$ cat config.mk
export PLATFORM = sky130hd
export DESIGN_NAME = ufh_frame_hub_regs
export DESIGN_NICKNAME = d
export VERILOG_FILES = /design/src/rtl/ufh_frame_hub_regs.v /design/src/rtl/ufh_frame_timer.v
export VERILOG_INCLUDE_DIRS = /design/src /design/src/shared
export SDC_FILE = /design/constraint.sdc
export NUM_CORES = 1
export LEC_CHECK = 0
export BUFFER_PORTS_ARGS = -buffer_cell sky130_fd_sc_hd__buf_2
export CAP_MARGIN = 0
export CORE_AREA = 3 3 96 121
export CTS_CLUSTER_SIZE = 40
export DETAILED_ROUTE_END_ITERATION = 6
export DIE_AREA = 0 0 99 124
export HOLD_SLACK_MARGIN = 0.08
export PLACE_DENSITY = 0.83
export SYNTH_ARGS = -nofsm -noshare
export SYNTH_HDL_FRONTEND = slang
export SYNTH_SLANG_ARGS = --single-unit
$ cat constraint.sdc
create_clock -name clock -period 3.8 [get_ports clock]
set_input_delay 0.19 -clock clock [delete_from_list [all_inputs] [get_ports clock]]
set_output_delay 0.19 -clock clock [all_outputs]
set_load 0.01 [all_outputs]
$ cat src/shared/ufh_defs.vh
// Purpose: constants for the host frame and root hub register slice
// Assumes: command codes are eight bits, bit 7 marks a write
// Notes:   one guard; definitions only
//
// Notes on behaviour
// - frame count steps on each bits-left reload
// - frame count wraps all-ones to zero silently
// - entering operational state steps the count automatically
// - every count advance raises frame-start flag
// - frame number read-only, upper half zero
// - low-speed start only if bits-left >= threshold
// - threshold gates eight-byte low-speed packet commit
// - threshold resets to 1576, bits 31..11 reserved
// - threshold read code, separate write code
// - threshold altered only by its write code or a controller reset
// - root hub registers move as whole words
// - descriptor registers writable in every state
// - hub and port status writable when operational
// - descriptor A read code, separate write code
// - descriptor A writable fields with chosen resets
// - port count read-only; reserved bits read zero
// - bits-left counts down, reloads period after zero
// - compound-device bit reads zero, writes ignored
// - port count reports at most two ports
`ifndef UFH_DEFS_VH
`define UFH_DEFS_VH

// command codes (read / write)
`define UFH_CMD_BITS_LEFT_RD   8'h0E
`define UFH_CMD_FRAME_NUM_RD   8'h0F
`define UFH_CMD_LS_THRESH_RD   8'h11
`define UFH_CMD_LS_THRESH_WR   8'h91
`define UFH_CMD_DESC_A_RD      8'h12
`define UFH_CMD_DESC_A_WR      8'h92
`define UFH_CMD_DESC_B_WR      8'h93
`define UFH_CMD_HUB_STAT_WR    8'h94
`define UFH_CMD_PORT1_STAT_WR  8'h95
`define UFH_CMD_PORT2_STAT_WR  8'h96

// field positions
`define UFH_FCNT_MSB           15
`define UFH_THR_MSB            10
`define UFH_BL_MSB             13
`define UFH_DA_PGD_LSB         24
`define UFH_DA_PGD_MSB         31
`define UFH_DA_NOOC_BIT        12
`define UFH_DA_OCRM_BIT        11
`define UFH_DA_CMPD_BIT        10
`define UFH_DA_NOSW_BIT        9
`define UFH_DA_SWM_BIT         8
`define UFH_DA_PCNT_MSB        1

// reset values
`define UFH_FCNT_RESET         16'h0000
`define UFH_THR_RESET          11'h628
`define UFH_FRAME_PERIOD       14'h2EDF
`define UFH_DA_PGD_RESET       8'h01
`define UFH_DA_NOOC_RESET      1'b0
`define UFH_DA_NOSW_RESET      1'b0
`define UFH_DA_SWM_RESET       1'b1
`define UFH_DA_OCRM_RESET      `UFH_DA_SWM_RESET
`define UFH_DA_PCNT_VALUE      2'h2

`endif
$ cat src/rtl/ufh_frame_hub_regs.v
// Purpose: frame number, low-speed threshold and root hub descriptor A
// Assumes: command port and controller state come from same-clock logic
// Notes:   read data is registered and valid the cycle after the command
`timescale 1ns/1ps
`include "ufh_defs.vh"

module ufh_frame_hub_regs (
  clock,
  rst,
  ctrlReset,
  ctrlOperational,
  bitTick,
  cmdValid,
  cmdCode,
  cmdWrData,
  rdValid,
  rdData,
  frameStartSet,
  frameCount,
  frameBitsLeft,
  lsStartReq,
  lsStartGrant,
  descBWrite,
  hubStatusWrite,
  portStatusWrite,
  hubWrData,
  portPowerGoodDelay,
  noOvercurrentProtect,
  overcurrentReportMode,
  noPowerSwitch,
  powerSwitchMode
);
  input         clock;
  input         rst;
  input         ctrlReset;
  input         ctrlOperational;
  input         bitTick;
  input         cmdValid;
  input  [7:0]  cmdCode;
  input  [31:0] cmdWrData;
  output        rdValid;
  output [31:0] rdData;
  output        frameStartSet;
  output [15:0] frameCount;
  output [13:0] frameBitsLeft;
  input         lsStartReq;
  output        lsStartGrant;
  output        descBWrite;
  output        hubStatusWrite;
  output [1:0]  portStatusWrite;
  output [31:0] hubWrData;
  output [7:0]  portPowerGoodDelay;
  output        noOvercurrentProtect;
  output        overcurrentReportMode;
  output        noPowerSwitch;
  output        powerSwitchMode;

  ////////////////////////////////////////////////////////////////////
  // state
  reg    [15:0] frameCount_q;      // running frame number
  reg    [15:0] frameCount_d;      // next frame number
  reg           frameStart_q;      // one-cycle frame-start pulse
  reg           opSeen_q;          // operational level, last cycle
  reg    [10:0] lsThreshold_q;     // low-speed commit threshold
  reg    [7:0]  pwrGoodDelay_q;    // port power-good delay, 2 ms units
  reg           noOcProtect_q;     // no overcurrent protection
  reg           ocReportMode_q;    // per-port overcurrent reporting
  reg           noPwrSwitch_q;     // ports always powered
  reg           pwrSwitchMode_q;   // per-port power switching
  reg           rdValid_q;         // read answer strobe
  reg    [31:0] rdData_q;          // read answer word
  reg    [31:0] rdData_d;          // read mux output
  reg           rdHit_d;           // command is a known read
  reg           descBWr_q;         // descriptor B write strobe
  reg           hubStatWr_q;       // hub status write strobe
  reg    [1:0]  portStatWr_q;      // port status write strobes
  reg    [31:0] hubWrData_q;       // word for the strobes above

  wire          opEnter;           // rising edge of operational
  wire          timerReload;       // bits-left reload pulse
  wire   [13:0] bitsLeft;          // bits left in frame
  wire          isWrite;           // command is a write
  wire          countStep;         // frame count advances now
  wire   [31:0] descAWord;         // assembled descriptor A

  ////////////////////////////////////////////////////////////////////
  // helpers
  // matches a command against a code, only when a command is offered
  // one function so every write-code decoder below applies the very same test; the read mux uses a case
  function hit;
    input       valid;
    input [7:0] code;
    input [7:0] want;
    begin
      hit = valid && (code == want);
    end
  endfunction

  ////////////////////////////////////////////////////////////////////
  // frame timer
  // the down-counter lives in its own module; only its reload pulse
  // and count come back, so the frame number logic stays small
  ufh_frame_timer u_ufh_frame_timer (
    .clock       (clock),
    .rst         (rst),
    .ctrlReset   (ctrlReset),
    .operational (ctrlOperational),
    .opEnter     (opEnter),
    .bitTick     (bitTick),
    .bitsLeft    (bitsLeft),
    .reloadPulse (timerReload)
  );

  // entry into the operational state, seen once per entry
  // a controller reset clears the tracker, so a later entry steps again
  assign opEnter   = ctrlOperational && !opSeen_q;
  assign isWrite   = cmdCode[7];
  // entry also counts as a reload, so the number steps with no software
  assign countStep = timerReload || opEnter;

  ////////////////////////////////////////////////////////////////////
  // operational edge tracker
  // starts low, so a controller already operational at release steps once
  always @(posedge clock or posedge rst) begin
    if (rst) begin
      opSeen_q <= 1'b0;
    end else if (ctrlReset) begin
      opSeen_q <= 1'b0;
    end else begin
      opSeen_q <= ctrlOperational;
    end
  end

  ////////////////////////////////////////////////////////////////////
  // frame number next value
  // entry into operational steps it too, so software sees frame one
  always @* begin
    frameCount_d = frameCount_q;
    if (countStep) begin
      // plain modulo add: all-ones rolls to zero, no flag
      frameCount_d = frameCount_q + 16'h0001;
    end
  end

  // frame number and frame-start pulse
  // the pulse is registered beside the count, so both change on one edge
  always @(posedge clock or posedge rst) begin
    if (rst) begin
      frameCount_q <= `UFH_FCNT_RESET;
      frameStart_q <= 1'b0;
    end else if (ctrlReset) begin
      // reset wins over a step landing in the same cycle
      frameCount_q <= `UFH_FCNT_RESET;
      frameStart_q <= 1'b0;
    end else begin
      frameCount_q <= frameCount_d;
      // the status register elsewhere holds it sticky
      frameStart_q <= countStep;
    end
  end

  ////////////////////////////////////////////////////////////////////
  // low-speed threshold
  // only the write code and a controller reset change it; no other hardware path touches it
  // software is trusted to set it once at start-up; a later write is
  // still taken, since refusing it would need a lock nobody can read
  always @(posedge clock or posedge rst) begin
    if (rst) begin
      lsThreshold_q <= `UFH_THR_RESET;
    end else if (ctrlReset) begin
      lsThreshold_q <= `UFH_THR_RESET;
    end else if (hit(cmdValid, cmdCode, `UFH_CMD_LS_THRESH_WR)) begin
      // whole word taken, bits above the field dropped
      lsThreshold_q <= cmdWrData[`UFH_THR_MSB:0];
    end
  end

  // commit decision: worst-case eight-byte packet must fit in frame
  // combinational so a request is answered in its own cycle
  assign lsStartGrant = lsStartReq &&
                        (bitsLeft >= {3'b000, lsThreshold_q});

  ////////////////////////////////////////////////////////////////////
  // root hub descriptor A writable fields
  // accepted in every controller state, operational or not
  always @(posedge clock or posedge rst) begin
    if (rst) begin
      pwrGoodDelay_q  <= `UFH_DA_PGD_RESET;
      noOcProtect_q   <= `UFH_DA_NOOC_RESET;
      // overcurrent mode starts out matching the switching mode
      ocReportMode_q  <= `UFH_DA_OCRM_RESET;
      noPwrSwitch_q   <= `UFH_DA_NOSW_RESET;
      pwrSwitchMode_q <= `UFH_DA_SWM_RESET;
    end else if (hit(cmdValid, cmdCode, `UFH_CMD_DESC_A_WR)) begin
      // one whole word; compound-device, port count and reserved dropped
      // no controller-reset branch: these describe the board, not state
      pwrGoodDelay_q  <= cmdWrData[`UFH_DA_PGD_MSB:`UFH_DA_PGD_LSB];
      noOcProtect_q   <= cmdWrData[`UFH_DA_NOOC_BIT];
      ocReportMode_q  <= cmdWrData[`UFH_DA_OCRM_BIT];
      noPwrSwitch_q   <= cmdWrData[`UFH_DA_NOSW_BIT];
      pwrSwitchMode_q <= cmdWrData[`UFH_DA_SWM_BIT];
    end
  end

  // assembled descriptor A; fixed zeros for reserved and compound bits
  assign descAWord = {pwrGoodDelay_q,          // 31..24
                      11'h000,                 // 23..13 reserved
                      noOcProtect_q,           // 12
                      ocReportMode_q,          // 11
                      1'b0,                    // 10 compound
                      noPwrSwitch_q,           // 9
                      pwrSwitchMode_q,         // 8
                      6'h00,                   // 7..2 reserved
                      `UFH_DA_PCNT_VALUE};     // port count

  ////////////////////////////////////////////////////////////////////
  // forwarded hub write strobes
  // descriptor B always; hub and port status only when operational
  always @(posedge clock or posedge rst) begin
    if (rst) begin
      descBWr_q    <= 1'b0;
      hubStatWr_q  <= 1'b0;
      portStatWr_q <= 2'b00;
      hubWrData_q  <= 32'h00000000;
    end else begin
      descBWr_q    <= hit(cmdValid, cmdCode, `UFH_CMD_DESC_B_WR);
      // a status write outside operational is dropped with no error;
      // software gets no sign of it, so it must order its start-up
      hubStatWr_q  <= ctrlOperational &&
                      hit(cmdValid, cmdCode, `UFH_CMD_HUB_STAT_WR);
      portStatWr_q <= {ctrlOperational &&
                       hit(cmdValid, cmdCode, `UFH_CMD_PORT2_STAT_WR),
                       ctrlOperational &&
                       hit(cmdValid, cmdCode, `UFH_CMD_PORT1_STAT_WR)};
      if (cmdValid && isWrite) begin
        // full word kept so downstream never sees a partial update
        hubWrData_q <= cmdWrData;
      end
    end
  end

  ////////////////////////////////////////////////////////////////////
  // read mux
  always @* begin
    rdData_d = 32'h00000000;
    rdHit_d  = 1'b1;
    case (cmdCode)
      `UFH_CMD_FRAME_NUM_RD: begin
        // upper half reserved, reads zero
        rdData_d = {16'h0000, frameCount_q};
      end
      `UFH_CMD_BITS_LEFT_RD: begin
        // live down-count; the bits above it read zero
        rdData_d = {18'h0, bitsLeft};
      end
      `UFH_CMD_LS_THRESH_RD: begin
        rdData_d = {21'h0, lsThreshold_q};
      end
      `UFH_CMD_DESC_A_RD: begin
        rdData_d = descAWord;
      end
      default: begin
        // unknown codes answer zero
        rdHit_d = 1'b0;
      end
    endcase
  end

  // read answer register; writes never raise rdValid
  // data loads on reads only, so it stands for software to pick up late
  always @(posedge clock or posedge rst) begin
    if (rst) begin
      rdValid_q <= 1'b0;
      rdData_q  <= 32'h00000000;
    end else begin
      rdValid_q <= cmdValid && !isWrite;
      if (cmdValid && !isWrite) begin
        rdData_q <= rdHit_d ? rdData_d : 32'h00000000;
      end
    end
  end

  ////////////////////////////////////////////////////////////////////
  // outputs
  // every data output is a flop; only the grant is combinational
  assign rdValid               = rdValid_q;
  assign rdData                = rdData_q;
  assign frameStartSet         = frameStart_q;
  assign frameCount            = frameCount_q;
  assign frameBitsLeft         = bitsLeft;
  assign descBWrite            = descBWr_q;
  assign hubStatusWrite        = hubStatWr_q;
  assign portStatusWrite       = portStatWr_q;
  assign hubWrData             = hubWrData_q;
  assign portPowerGoodDelay    = pwrGoodDelay_q;
  assign noOvercurrentProtect  = noOcProtect_q;
  assign overcurrentReportMode = ocReportMode_q;
  assign noPowerSwitch         = noPwrSwitch_q;
  assign powerSwitchMode       = pwrSwitchMode_q;
endmodule // ufh_frame_hub_regs

$ cat src/rtl/ufh_frame_timer.v
// Purpose: frame bits-left down-counter with reload pulse
// Assumes: bitTick is a one-cycle pulse per bit time, same clock
// Notes:   runs only while the controller is operational
`timescale 1ns/1ps
`include "ufh_defs.vh"

module ufh_frame_timer (
  clock,
  rst,
  ctrlReset,
  operational,
  opEnter,
  bitTick,
  bitsLeft,
  reloadPulse
);
  input         clock;
  input         rst;
  input         ctrlReset;
  input         operational;
  input         opEnter;
  input         bitTick;
  output [13:0] bitsLeft;
  output        reloadPulse;

  reg    [13:0] bitsLeft_q;    // bits remaining in frame
  reg           reloadPulse_q; // one cycle per reload

  assign bitsLeft    = bitsLeft_q;
  assign reloadPulse = reloadPulse_q;

  ////////////////////////////////////////////////////////////////////
  // down-count per bit time, reload one bit time after zero
  always @(posedge clock or posedge rst) begin
    if (rst) begin
      bitsLeft_q    <= 14'h0000;
      reloadPulse_q <= 1'b0;
    end else if (ctrlReset) begin
      bitsLeft_q    <= 14'h0000;
      reloadPulse_q <= 1'b0;
    end else begin
      reloadPulse_q <= 1'b0;
      if (opEnter) begin
        // fresh period on entry; the count step is handled upstream
        bitsLeft_q <= `UFH_FRAME_PERIOD;
      end else if (operational && bitTick) begin
        if (bitsLeft_q == 14'h0000) begin
          bitsLeft_q    <= `UFH_FRAME_PERIOD;
          reloadPulse_q <= 1'b1;
        end else begin
          bitsLeft_q <= bitsLeft_q - 14'h0001;
        end
      end
    end
  end
endmodule // ufh_frame_timer

Yosys cells after proc, flatten, opt, wreduce, memory -nomap -nowiden
Cells that the tools add are included.

Order comparisons: 1. $add $sub $neg: 2. Reduce and logical (&&, ||, !) cells: 22. Mux-type cells: 17. Equal/unequal tests: 10.

Operators by type and width (number): one-hot mux 32 bit (4 select lines) (1); 2-to-1 mux 14 bit (4); == test 8 bit, second input constant (6); 2-to-1 mux 16 bit (2); 2-to-1 mux 32 bit (1); 2-to-1 mux 11 bit (2); adder 16 x 1 -> 16 bit, second input constant (1); == test 8 x 4 -> 1 bit, second input constant (2); == test 8 x 5 -> 1 bit, second input constant (2); >= comparator 14 x 11 -> 1 bit (1); logical AND 1 bit (14); logical NOT 14 bit (1); subtractor 14 x 1 -> 14 bit, second input constant (1); 2-to-1 mux 1 bit (7); nonzero test 2 bit (2); OR reduction 4 bit (1); nonzero test 3 bit (1); logical NOT 1 bit (2); logical OR 1 bit (1).

Bits of input ports: 47. Flip-flop bits (word level): 125. Word-level logic and storage cells: 69.

Depth between registers and ports, before layout
Gate-level depths: netlist (run 1).

Depth in word-level cells: 5. Mapped depth: 7.

Hierarchy
From an unflattened synthesis (run 1), not the netlist that was laid out.

Cell total of the unflattened synthesis: 485. Area, all modules: 5645.4 sq um.

By module, submodules not included: ufh_frame_hub_regs (times used 1, cells each 388, area each 4708.3 sq um); ufh_frame_timer (times used 1, cells each 97, area each 937.1 sq um).

Worst setup path before layout (run 1)
OpenSTA, ideal clock, no wires.

Kind: register to register. Start point: register u_ufh_frame_timer.bitsLeft_q[0], in the netlist u_ufh_frame_timer.bitsLeft[0]. End point: register u_ufh_frame_timer.bitsLeft_q[12], in the netlist u_ufh_frame_timer.bitsLeft[12]. Cell stages (with the launch flop): 8. Setup slack: 1.481 ns. Setup time: 0.130 ns. Arrival time: 2.189 ns. Required time: 3.670 ns. Path through: dfrtp_1 -> inv_1 -> ha_1 -> or4b_4 -> or4_4 -> a2111oi_4 -> xnor2_1 -> nor2_1.

Longest elaborated chain between the ends: 5. Elaborated cells between the ends (all ways): 6. Those cells by class: 1 x add/sub; 4 x mux; 1 x reduce/logical.

Ends and longest elaborated chain: from (decl) (RTL line ufh_frame_timer.v:26) `reg [13:0] bitsLeft_q;`; from (signal assigned) (RTL line ufh_frame_timer.v:45) `` bitsLeft_q <= `UFH_FRAME_PERIOD; ``; from (signal assigned) (RTL line ufh_frame_timer.v:48) `` bitsLeft_q <= `UFH_FRAME_PERIOD; ``; from (signal assigned) (RTL line ufh_frame_timer.v:51) `bitsLeft_q <= bitsLeft_q - 14'h0001;`; subtractor 14 x 1 -> 14 bit / logical NOT 14 bit (equally long branches) (RTL line ufh_frame_timer.v:51, ufh_frame_timer.v:47); 2-to-1 mux 14 bit (*) (RTL line ufh_frame_timer.v:47) `if (bitsLeft_q == 14'h0000) begin`; 2-to-1 mux 14 bit (*) (RTL line ufh_frame_timer.v:46) `end else if (operational && bitTick) begin`; 2-to-1 mux 14 bit (*) (RTL line ufh_frame_timer.v:43) `if (opEnter) begin`; 2-to-1 mux 14 bit (*) (RTL line ufh_frame_timer.v:38) `end else if (ctrlReset) begin`.

Every way passes the cells marked *; elsewhere a longest branch is shown, timed or not. The select of a mux whose other input is x is not followed. A chain may end at the register's enable or synchronous reset.

Final worst setup path (run 1)
Same ends and word-level chain as after synthesis.

==> impl_metrics.json, run 1 <==
{
  "relSlewSlack_pct": 30.1,
  "wl_per_cell_um": 21.1,
  "placed_cell_area_um2": 6300,
  "p_leak_uw": 0.00359,
  "synthXorXnorAreaFrac_pct": 2.08,
  "tightest_slew_ns": 1.04,
  "track_usage_pct": 28.7,
  "final_common_cell": "buf_2",
  "numCtsBuffers": 17,
  "setup_tns_ns": 0,
  "max-cap-violations": 0,
  "synthAdderAreaFrac_pct": 2.97,
  "clk_latency_ns": 0.42,
  "fin_ws_ns": 1.38,
  "worst_ep_arrival_time_ns": 2.71,
  "area_growth_pct": 31.9,
  "skew_ns": 0.00810,
  "dieArea_um2": 12300,
  "cts.clk_slew.worst_paths_ns": 0.06,
  "holdWs_ns": 0.127,
  "ys_warn_count": 0,
  "port-buffer-count": 151,
  "final_cell_mix": "buf_2 (151), dfrtp_1 (110), nor2_1 (49)",
  "p_per_area_nw_per_um2": 471,
  "dpl.hpwl_mm": 11.4,
  "first_pass_iters": 6,
  "max_freq_ghz": 0.414,
  "total_power_uw": 3400,
  "core_area_um2": 10600,
  "crit_type": "register to register",
  "min_path_type": "input pin to register",
  "fin_crit_ns": 2.42,
  "grt_pass1_vias": 4939,
  "htree_levels": 4,
  "multi_input_area_um2": 2340,
  "fill_cells": 761,
  "crit_path_max_incr_delay_ns": 0.49,
  "synthMuxAreaShare_pct": 9.06,
  "synth_top_family_by_area": "compound AO/OA/AOI/OAI gates",
  "finalHoldViolCount": 0,
  "die_h_um": 124,
  "gp_congestion": 0.869,
  "cts_buffer_depth": 2,
  "ir_drop_mv": 0.450,
  "cp.required_ns": 4.09,
  "nets": 743,
  "drv_slew": 0,
  "ios": 160,
  "drc": 0,
  "synth_async_sr_flop_share_pct": 100,
  "cts_tree": "done",
  "vias_per_cell": 5.97,
  "syn-instance-count": 498,
  "antenna_found_initial": 0,
  "drt_iter0_markers": 483,
  "critical_path.endpoint_type": "register",
  "synth_seq_cells": 117,
  "outcome": "finished clean",
  "drt_wl_total_mm": 17.5,
  "critPathSlowestCell": "or4b_4",
  "setup_viol": 0,
  "grt_pass1_wl_mm": 26.7,
  "cp_num_buf_inv": 1,
  "diodes": 0,
  "ys.flop_type": "dfrtp_1",
  "register_area_um2": 2940,
  "root_buffer": "clkbuf_16",
  "rsz0062_at_grt": "false",
  "start_kind": "register",
  "avgSynthCellArea_um2": 11.0,
  "cp_top_family": "simple AND/OR/NAND/NOR gates",
  "ant_nets": 0,
  "synth_compound_gate_area_share_pct": 14.1,
  "yosysSeqAreaShare_pct": 53.7,
  "drive_gt1_share_pct": 34.8,
  "netlist_area_um2": 5470,
  "num_rows": 42,
  "netlist-cell-type-count": 54,
  "dp_slack_ns": 1.35,
  "cts_hold_repair.buffers": 36,
  "r2r_slack_ns": 1.38,
  "overflow": 0,
  "cts.sinks": 117,
  "path_cells": "inv_1 > ha_1 > or4b_4 > or4_4 > a2111oi_4 > xnor2_1 > nor2_1",
  "die_x_um": 99,
  "path_max_fanout": 7,
  "final_area_um2": 7220,
  "period_share_pct": 63.6,
  "synth_edf_count": 0,
  "initial_core_util_pct": 51.8,
  "vias": 4941,
  "grt_max_degree": 54,
  "post_cts_resized": 0,
  "postCtsSetupBuffers": 0,
  "synth-simple-area-share_pct": 14.0
}
-- sequential cells by signal, indices dropped and copies added (netlist names), 2 cells and up --
register                    count
portStatusWrite                 2
u_ufh_frame_timer.bitsLeft     14
hubWrData                      32
rdData                         24
portPowerGoodDelay              8
frameCount                     16
lsThreshold_q                  11
-- layer usage --
layer  track usage, %  vias up  wire [um]
met1             32.6     2402       6330
met4             15.3        0        909
met3             6.27       73       1220
li1                 -     2173          -
met5                0        -          0
met2             50.4      293       9040
-- where the power goes --
part | internal [uW] | total (uW) | switching, uW
logic | 214 | 483 | 269
clock network | 876 | 1490 | 611
registers | 1330 | 1430 | 94.6
-- per-stage QoR --
step | utilization [%] | instances
after floorplan | - | 505
after global placement | 59.7 | 760
after detailed placement | 59.7 | 760
after CTS | 68.3 | 828
after global routing | 68.3 | 828
final | 68.3 | 828
-- worst reg2reg max path, stage by stage (launching register included) --
cell	delay, ns
dfrtp_1	0.44
inv_1	0.11
ha_1	0.22
or4b_4	0.49
or4_4	0.47
a2111oi_4	0.36
xnor2_1	0.16
nor2_1	0.05
-- cell type report --
| class | instances | area share, % |
|---|---|---|
| Sequential cell | 117 | 40.7 |
| Timing Repair Buffer | 192 | 16.0 |
| Tap cell | 132 | 2.29 |
| Clock inverter | 12 | 1.33 |
| Clock buffer | 20 | 6.33 |
| Inverter | 18 | 0.971 |
| Multi-Input combinational cell | 337 | 32.4 |
-- cell usage after synthesis, types with 3 or more instances --
cell      number  share of area, %
dfrtp_1      110                50
or3_1          5              0.57
nor3_1        21               1.9
a211oi_1       3              0.41
nand3_1       10              0.91
buf_4          8               1.1
a31oi_1        4              0.46
nor2b_1        6              0.69
mux2_1         4              0.82
nor2_1        49               3.4
nor4_1         4              0.46
a21oi_1       20               1.8
clkbuf_1      23               1.6
a221oi_1      10               1.6
mux2_2        40               8.2
ha_1          13               3.0
nand2b_1       5              0.57
xnor2_1        5              0.80
nand4_1        5              0.57
a22oi_1        3              0.41
dfstp_2        7               3.4
a22o_1        26               4.2
inv_1         18               1.2
nand2_1       24               1.6
xor2_1         8               1.3
and3_1        12               1.4
o211ai_1       3              0.41
o21ai_0       20               1.8
-- logic make-up after synthesis --
family	after synthesis
buf+inv	51
fa+ha+maj	13
other cells	1
compound gates	106
flops	117
mux	44
xor+xnor	13
simple gates	153
-- final timing paths --
kind	endpoint	cells after the start	startpoint
worst max-delay path	u_ufh_frame_timer.bitsLeft[12]	7	u_ufh_frame_timer.bitsLeft[0]
worst min-delay path	u_ufh_frame_timer.reloadPulse	3	bitTick
worst max register to register	u_ufh_frame_timer.bitsLeft[12]	7	u_ufh_frame_timer.bitsLeft[0]
worst min register to register	rdData[15]	2	rdData[15]
max in group asynchronous	opSeen_q	4	rst
min in group asynchronous	hubWrData[16]	3	rst
No activity file was read; power rests on OpenSTA's default activity.
==> run 2, diff against run 1 <==
Settings changed: ABC_AREA from default to 1, CORE_AREA 3 3 96 121 to 3 3 103 130, DIE_AREA 0 0 99 124 to 0 0 106 133, PLACE_DENSITY 0.83 to 0.8.
Clock period 3.8 ns to 2.14 ns, I/O delays scaled along.
==> run 2 against run 1 <==
Effect of this change: sequential share of layout area fell by 3.6 points; setup slack got worse by 1.3 ns; synthesized cell count rose by 46%; critical endpoint is now lsStartGrant; largest cell class unchanged.
==> impl_metrics.json, run 2 <==
{
  "top_layer_used": "met4",
  "crit_type": "register to output port",
  "netlist_area_um2": 5880,
  "grt_max_degree": 55,
  "cp_common_cell": "nand2_1",
  "clk_latency_ns": 0.42,
  "drt_wl_total_mm": 17.8,
  "r2r_slack_ns": 0.46,
  "dpl.hpwl_mm": 12.1,
  "first_pass_iters": 6,
  "largest_register_ffs": 32,
  "vias_per_cell": 5.14,
  "outcome": "finished clean",
  "start_kind": "register",
  "critical_path.endpoint_type": "output port",
  "final_cell_mix": "nand2_1 (230), buf_2 (151), dfrtp_1 (107)",
  "fin_cells": 1111,
  "crit_path_max_incr_delay_ns": 0.52,
  "grt_pass1_vias": 5840,
  "core_area_um2": 12200,
  "fin_crit_ns": 2.07,
  "nets": 994,
  "p_leak_uw": 0.00419,
  "skew_ns": 0.00839,
  "synth_edf_count": 0,
  "die_h_um": 133,
  "track_usage_pct": 26.3,
  "fill_cells": 1036,
  "yosys-top-cells-area": "dfrtp_1 (47%), nand2_1 (15%), inv_1 (4.9%), nand3_1 (4.5%), o21ai_0 (3.9%)",
  "gp_congestion": 0.975,
  "die_x_um": 106,
  "synth_commonest_cells": "nand2_1 (234), dfrtp_1 (110), inv_1 (76), nand3_1 (53)",
  "ys.flop_type": "dfrtp_1",
  "area_growth_pct": 34.9,
  "ir_drop_mv": 0.613,
  "grt_pass1_wl_mm": 29.2,
  "cp_num_buf_inv": 4,
  "seq_power_share_pct": 40.2,
  "tightest_slew_ns": 0.545,
  "cts_buffer_depth": 2,
  "vias": 5712,
  "syn-instance-count": 728,
  "max_freq_ghz": 0.482,
  "dp_slack_ns": 0.398,
  "p_clk_share_pct": 42.6,
  "path_cells": "inv_2 > ha_4 > nand2_4 > buf_4 > nor3b_2 > nand2_1 > nand3_2 > nand2_1 > inv_1 > buf_2",
  "switching_share_pct": 29.7,
  "p_sw_uw": 1870,
  "min_to": "u_ufh_frame_timer.reloadPulse",
  "worstReg2RegStart": "u_ufh_frame_timer.bitsLeft[0]",
  "ios": 160,
  "total_power_uw": 6290,
  "wl_met3_mm": 1.24,
  "synth_largest_area_cell": "dfrtp_1",
  "placed_cells": 1033,
  "dieArea_um2": 14100,
  "final_common_cell": "nand2_1",
  "r2r_end": "u_ufh_frame_timer.bitsLeft[8]",
  "cts.sinks": 117,
  "fin_ws_ns": 0.0668,
  "hold_start": "bitTick",
  "ant_nets": 0,
  "hold_depth": 4,
  "cp.required_ns": 2.03,
  "wl_per_cell_um": 16.0,
  "utilization_pct": 65.2,
  "drv_slew": 0,
  "synth_seq_cells": 117,
  "r2r_cells": 9,
  "drt_iter0_markers": 357,
  "htree_levels": 4,
  "min_path_type": "input pin to register",
  "comb_power_share_pct": 17.2,
  "antenna_found_initial": 0,
  "setup_viol": 0,
  "relSlewSlack_pct": 63.6,
  "cts_tree": "done",
  "cts.clk_slew.worst_paths_ns": 0.06,
  "max-cap-violations": 0,
  "ys_warn_count": 0,
  "port-buffer-count": 151,
  "numCtsBuffers": 17,
  "num_rows": 45,
  "diodes": 0,
  "critPathSlowestCell": "dfstp_2",
  "path_max_fanout": 3,
  "overflow": 0,
  "cp_top_family": "flip-flops",
  "drt-met1-wl_mm": 6.97,
  "synth_async_sr_flop_share_pct": 100,
  "internal_power_uw": 4420,
  "avgSynthCellArea_um2": 8.08,
  "yosysSeqAreaShare_pct": 49.9,
  "drive_gt1_share_pct": 27.8,
  "dr_wl_met2_mm": 8.90,
  "holdWs_ns": 0.0959,
  "yosysMostFrequentCell": "nand2_1",
  "initial_core_util_pct": 48.3,
  "netlist-cell-type-count": 34,
  "synth_top_area_share_pct": 46.8,
  "finalHoldViolCount": 0,
  "rsz0062_at_grt": "true",
  "p_per_area_nw_per_um2": 793,
  "root_buffer": "clkbuf_16",
  "drc": 0,
  "worst_ep_arrival_time_ns": 1.97,
  "period_share_pct": 96.9
}
## run 2: cell count changes after synthesis, sizes merged, moves of 16 or more
| cell | change |
|---|---|
| nand2 | +213 |
| clkbuf | -16 |
| o21ai | +40 |
| inv | +63 |
| nand3 | +46 |
| a22o | -26 |
| mux2 | -30 |
## run 2: final cells by class
class	instances	area (um2)	area share, %
Sequential cell	117	2940	37.1
Tap cell	164	205	2.59
Multi-Input combinational cell	508	2600	32.8
Timing Repair Buffer	207	1310	16.5
Clock inverter	14	129	1.62
Inverter	83	315	3.97
Clock buffer	18	429	5.41
## run 2: how the worst max path moves through the flow
stage	startpoint	to	depth (start not counted)
2_1_floorplan	rst	descBWrite	1
3_3_place_gp	lsThreshold_q[10]	lsStartGrant	10
3_5_place_dp	lsThreshold_q[10]	lsStartGrant	10
4_1_cts	lsThreshold_q[9]	lsStartGrant	11
5_1_grt	lsThreshold_q[3]	lsStartGrant	11
6_report	lsThreshold_q[9]	lsStartGrant	10
## run 2: kinds of logic (layout without fill, tap and decap cells)
family | count (synthesis) | in the layout | synth area share, %
flops | 117 | 117 | 49.9
buf+inv | 110 | 322 | 8.00
other cells | 1 | 8 | 0.0638
fa+ha+maj | 13 | 13 | 2.77
mux | 14 | 14 | 2.68
simple gates | 381 | 381 | 27.8
compound gates | 87 | 87 | 7.98
xor+xnor | 5 | 5 | 0.745
## run 2: metal layers
layer / GRT usage, % / up-vias
li1: - / 2744
met1: 31.5 / 2657
met2: 44.1 / 262
met3: 6.25 / 49
met4: 13.0 / 0
met5: 0 / -
## run 2: metrics by stage
stage	setup TNS (ns)	area [um2]
3_3_place_gp	0	6810
4_1_cts	0	7820
5_1_grt	-0.0497	7930
2_1_floorplan	0	5910
3_5_place_dp	0	6810
6_report	0	7930
## run 2: what timing repair did
action	4_1_cts	5_1_grt
hold buffers	44	0
gates resized for setup	3	21
gates cloned	0	0
endpoints found under the setup margin	1	1
setup buffers	0	2
pin swaps	0	9
endpoints found under the hold margin	81	0
## run 2: worst register-to-register path: cells and delay by family, from the launching register on
kind,cells,cell delay (ns)
adder cells (fa/ha/maj),1,0.18
AND/OR/NAND/NOR,7,0.84
flip-flops,1,0.42
buffers and inverters,1,0.14
## run 2: power groups by stage
| stage | clock [uW] | sequential (uW) | combinational [uW] |
|---|---|---|---|
| floorplan | 0 | 2580 | 524 |
| global placement | 0 | 2540 | 919 |
| detailed placement | 0 | 2550 | 932 |
| CTS | 2720 | 2510 | 1010 |
| global route | 2830 | 2540 | 1210 |
| finish | 2680 | 2530 | 1080 |
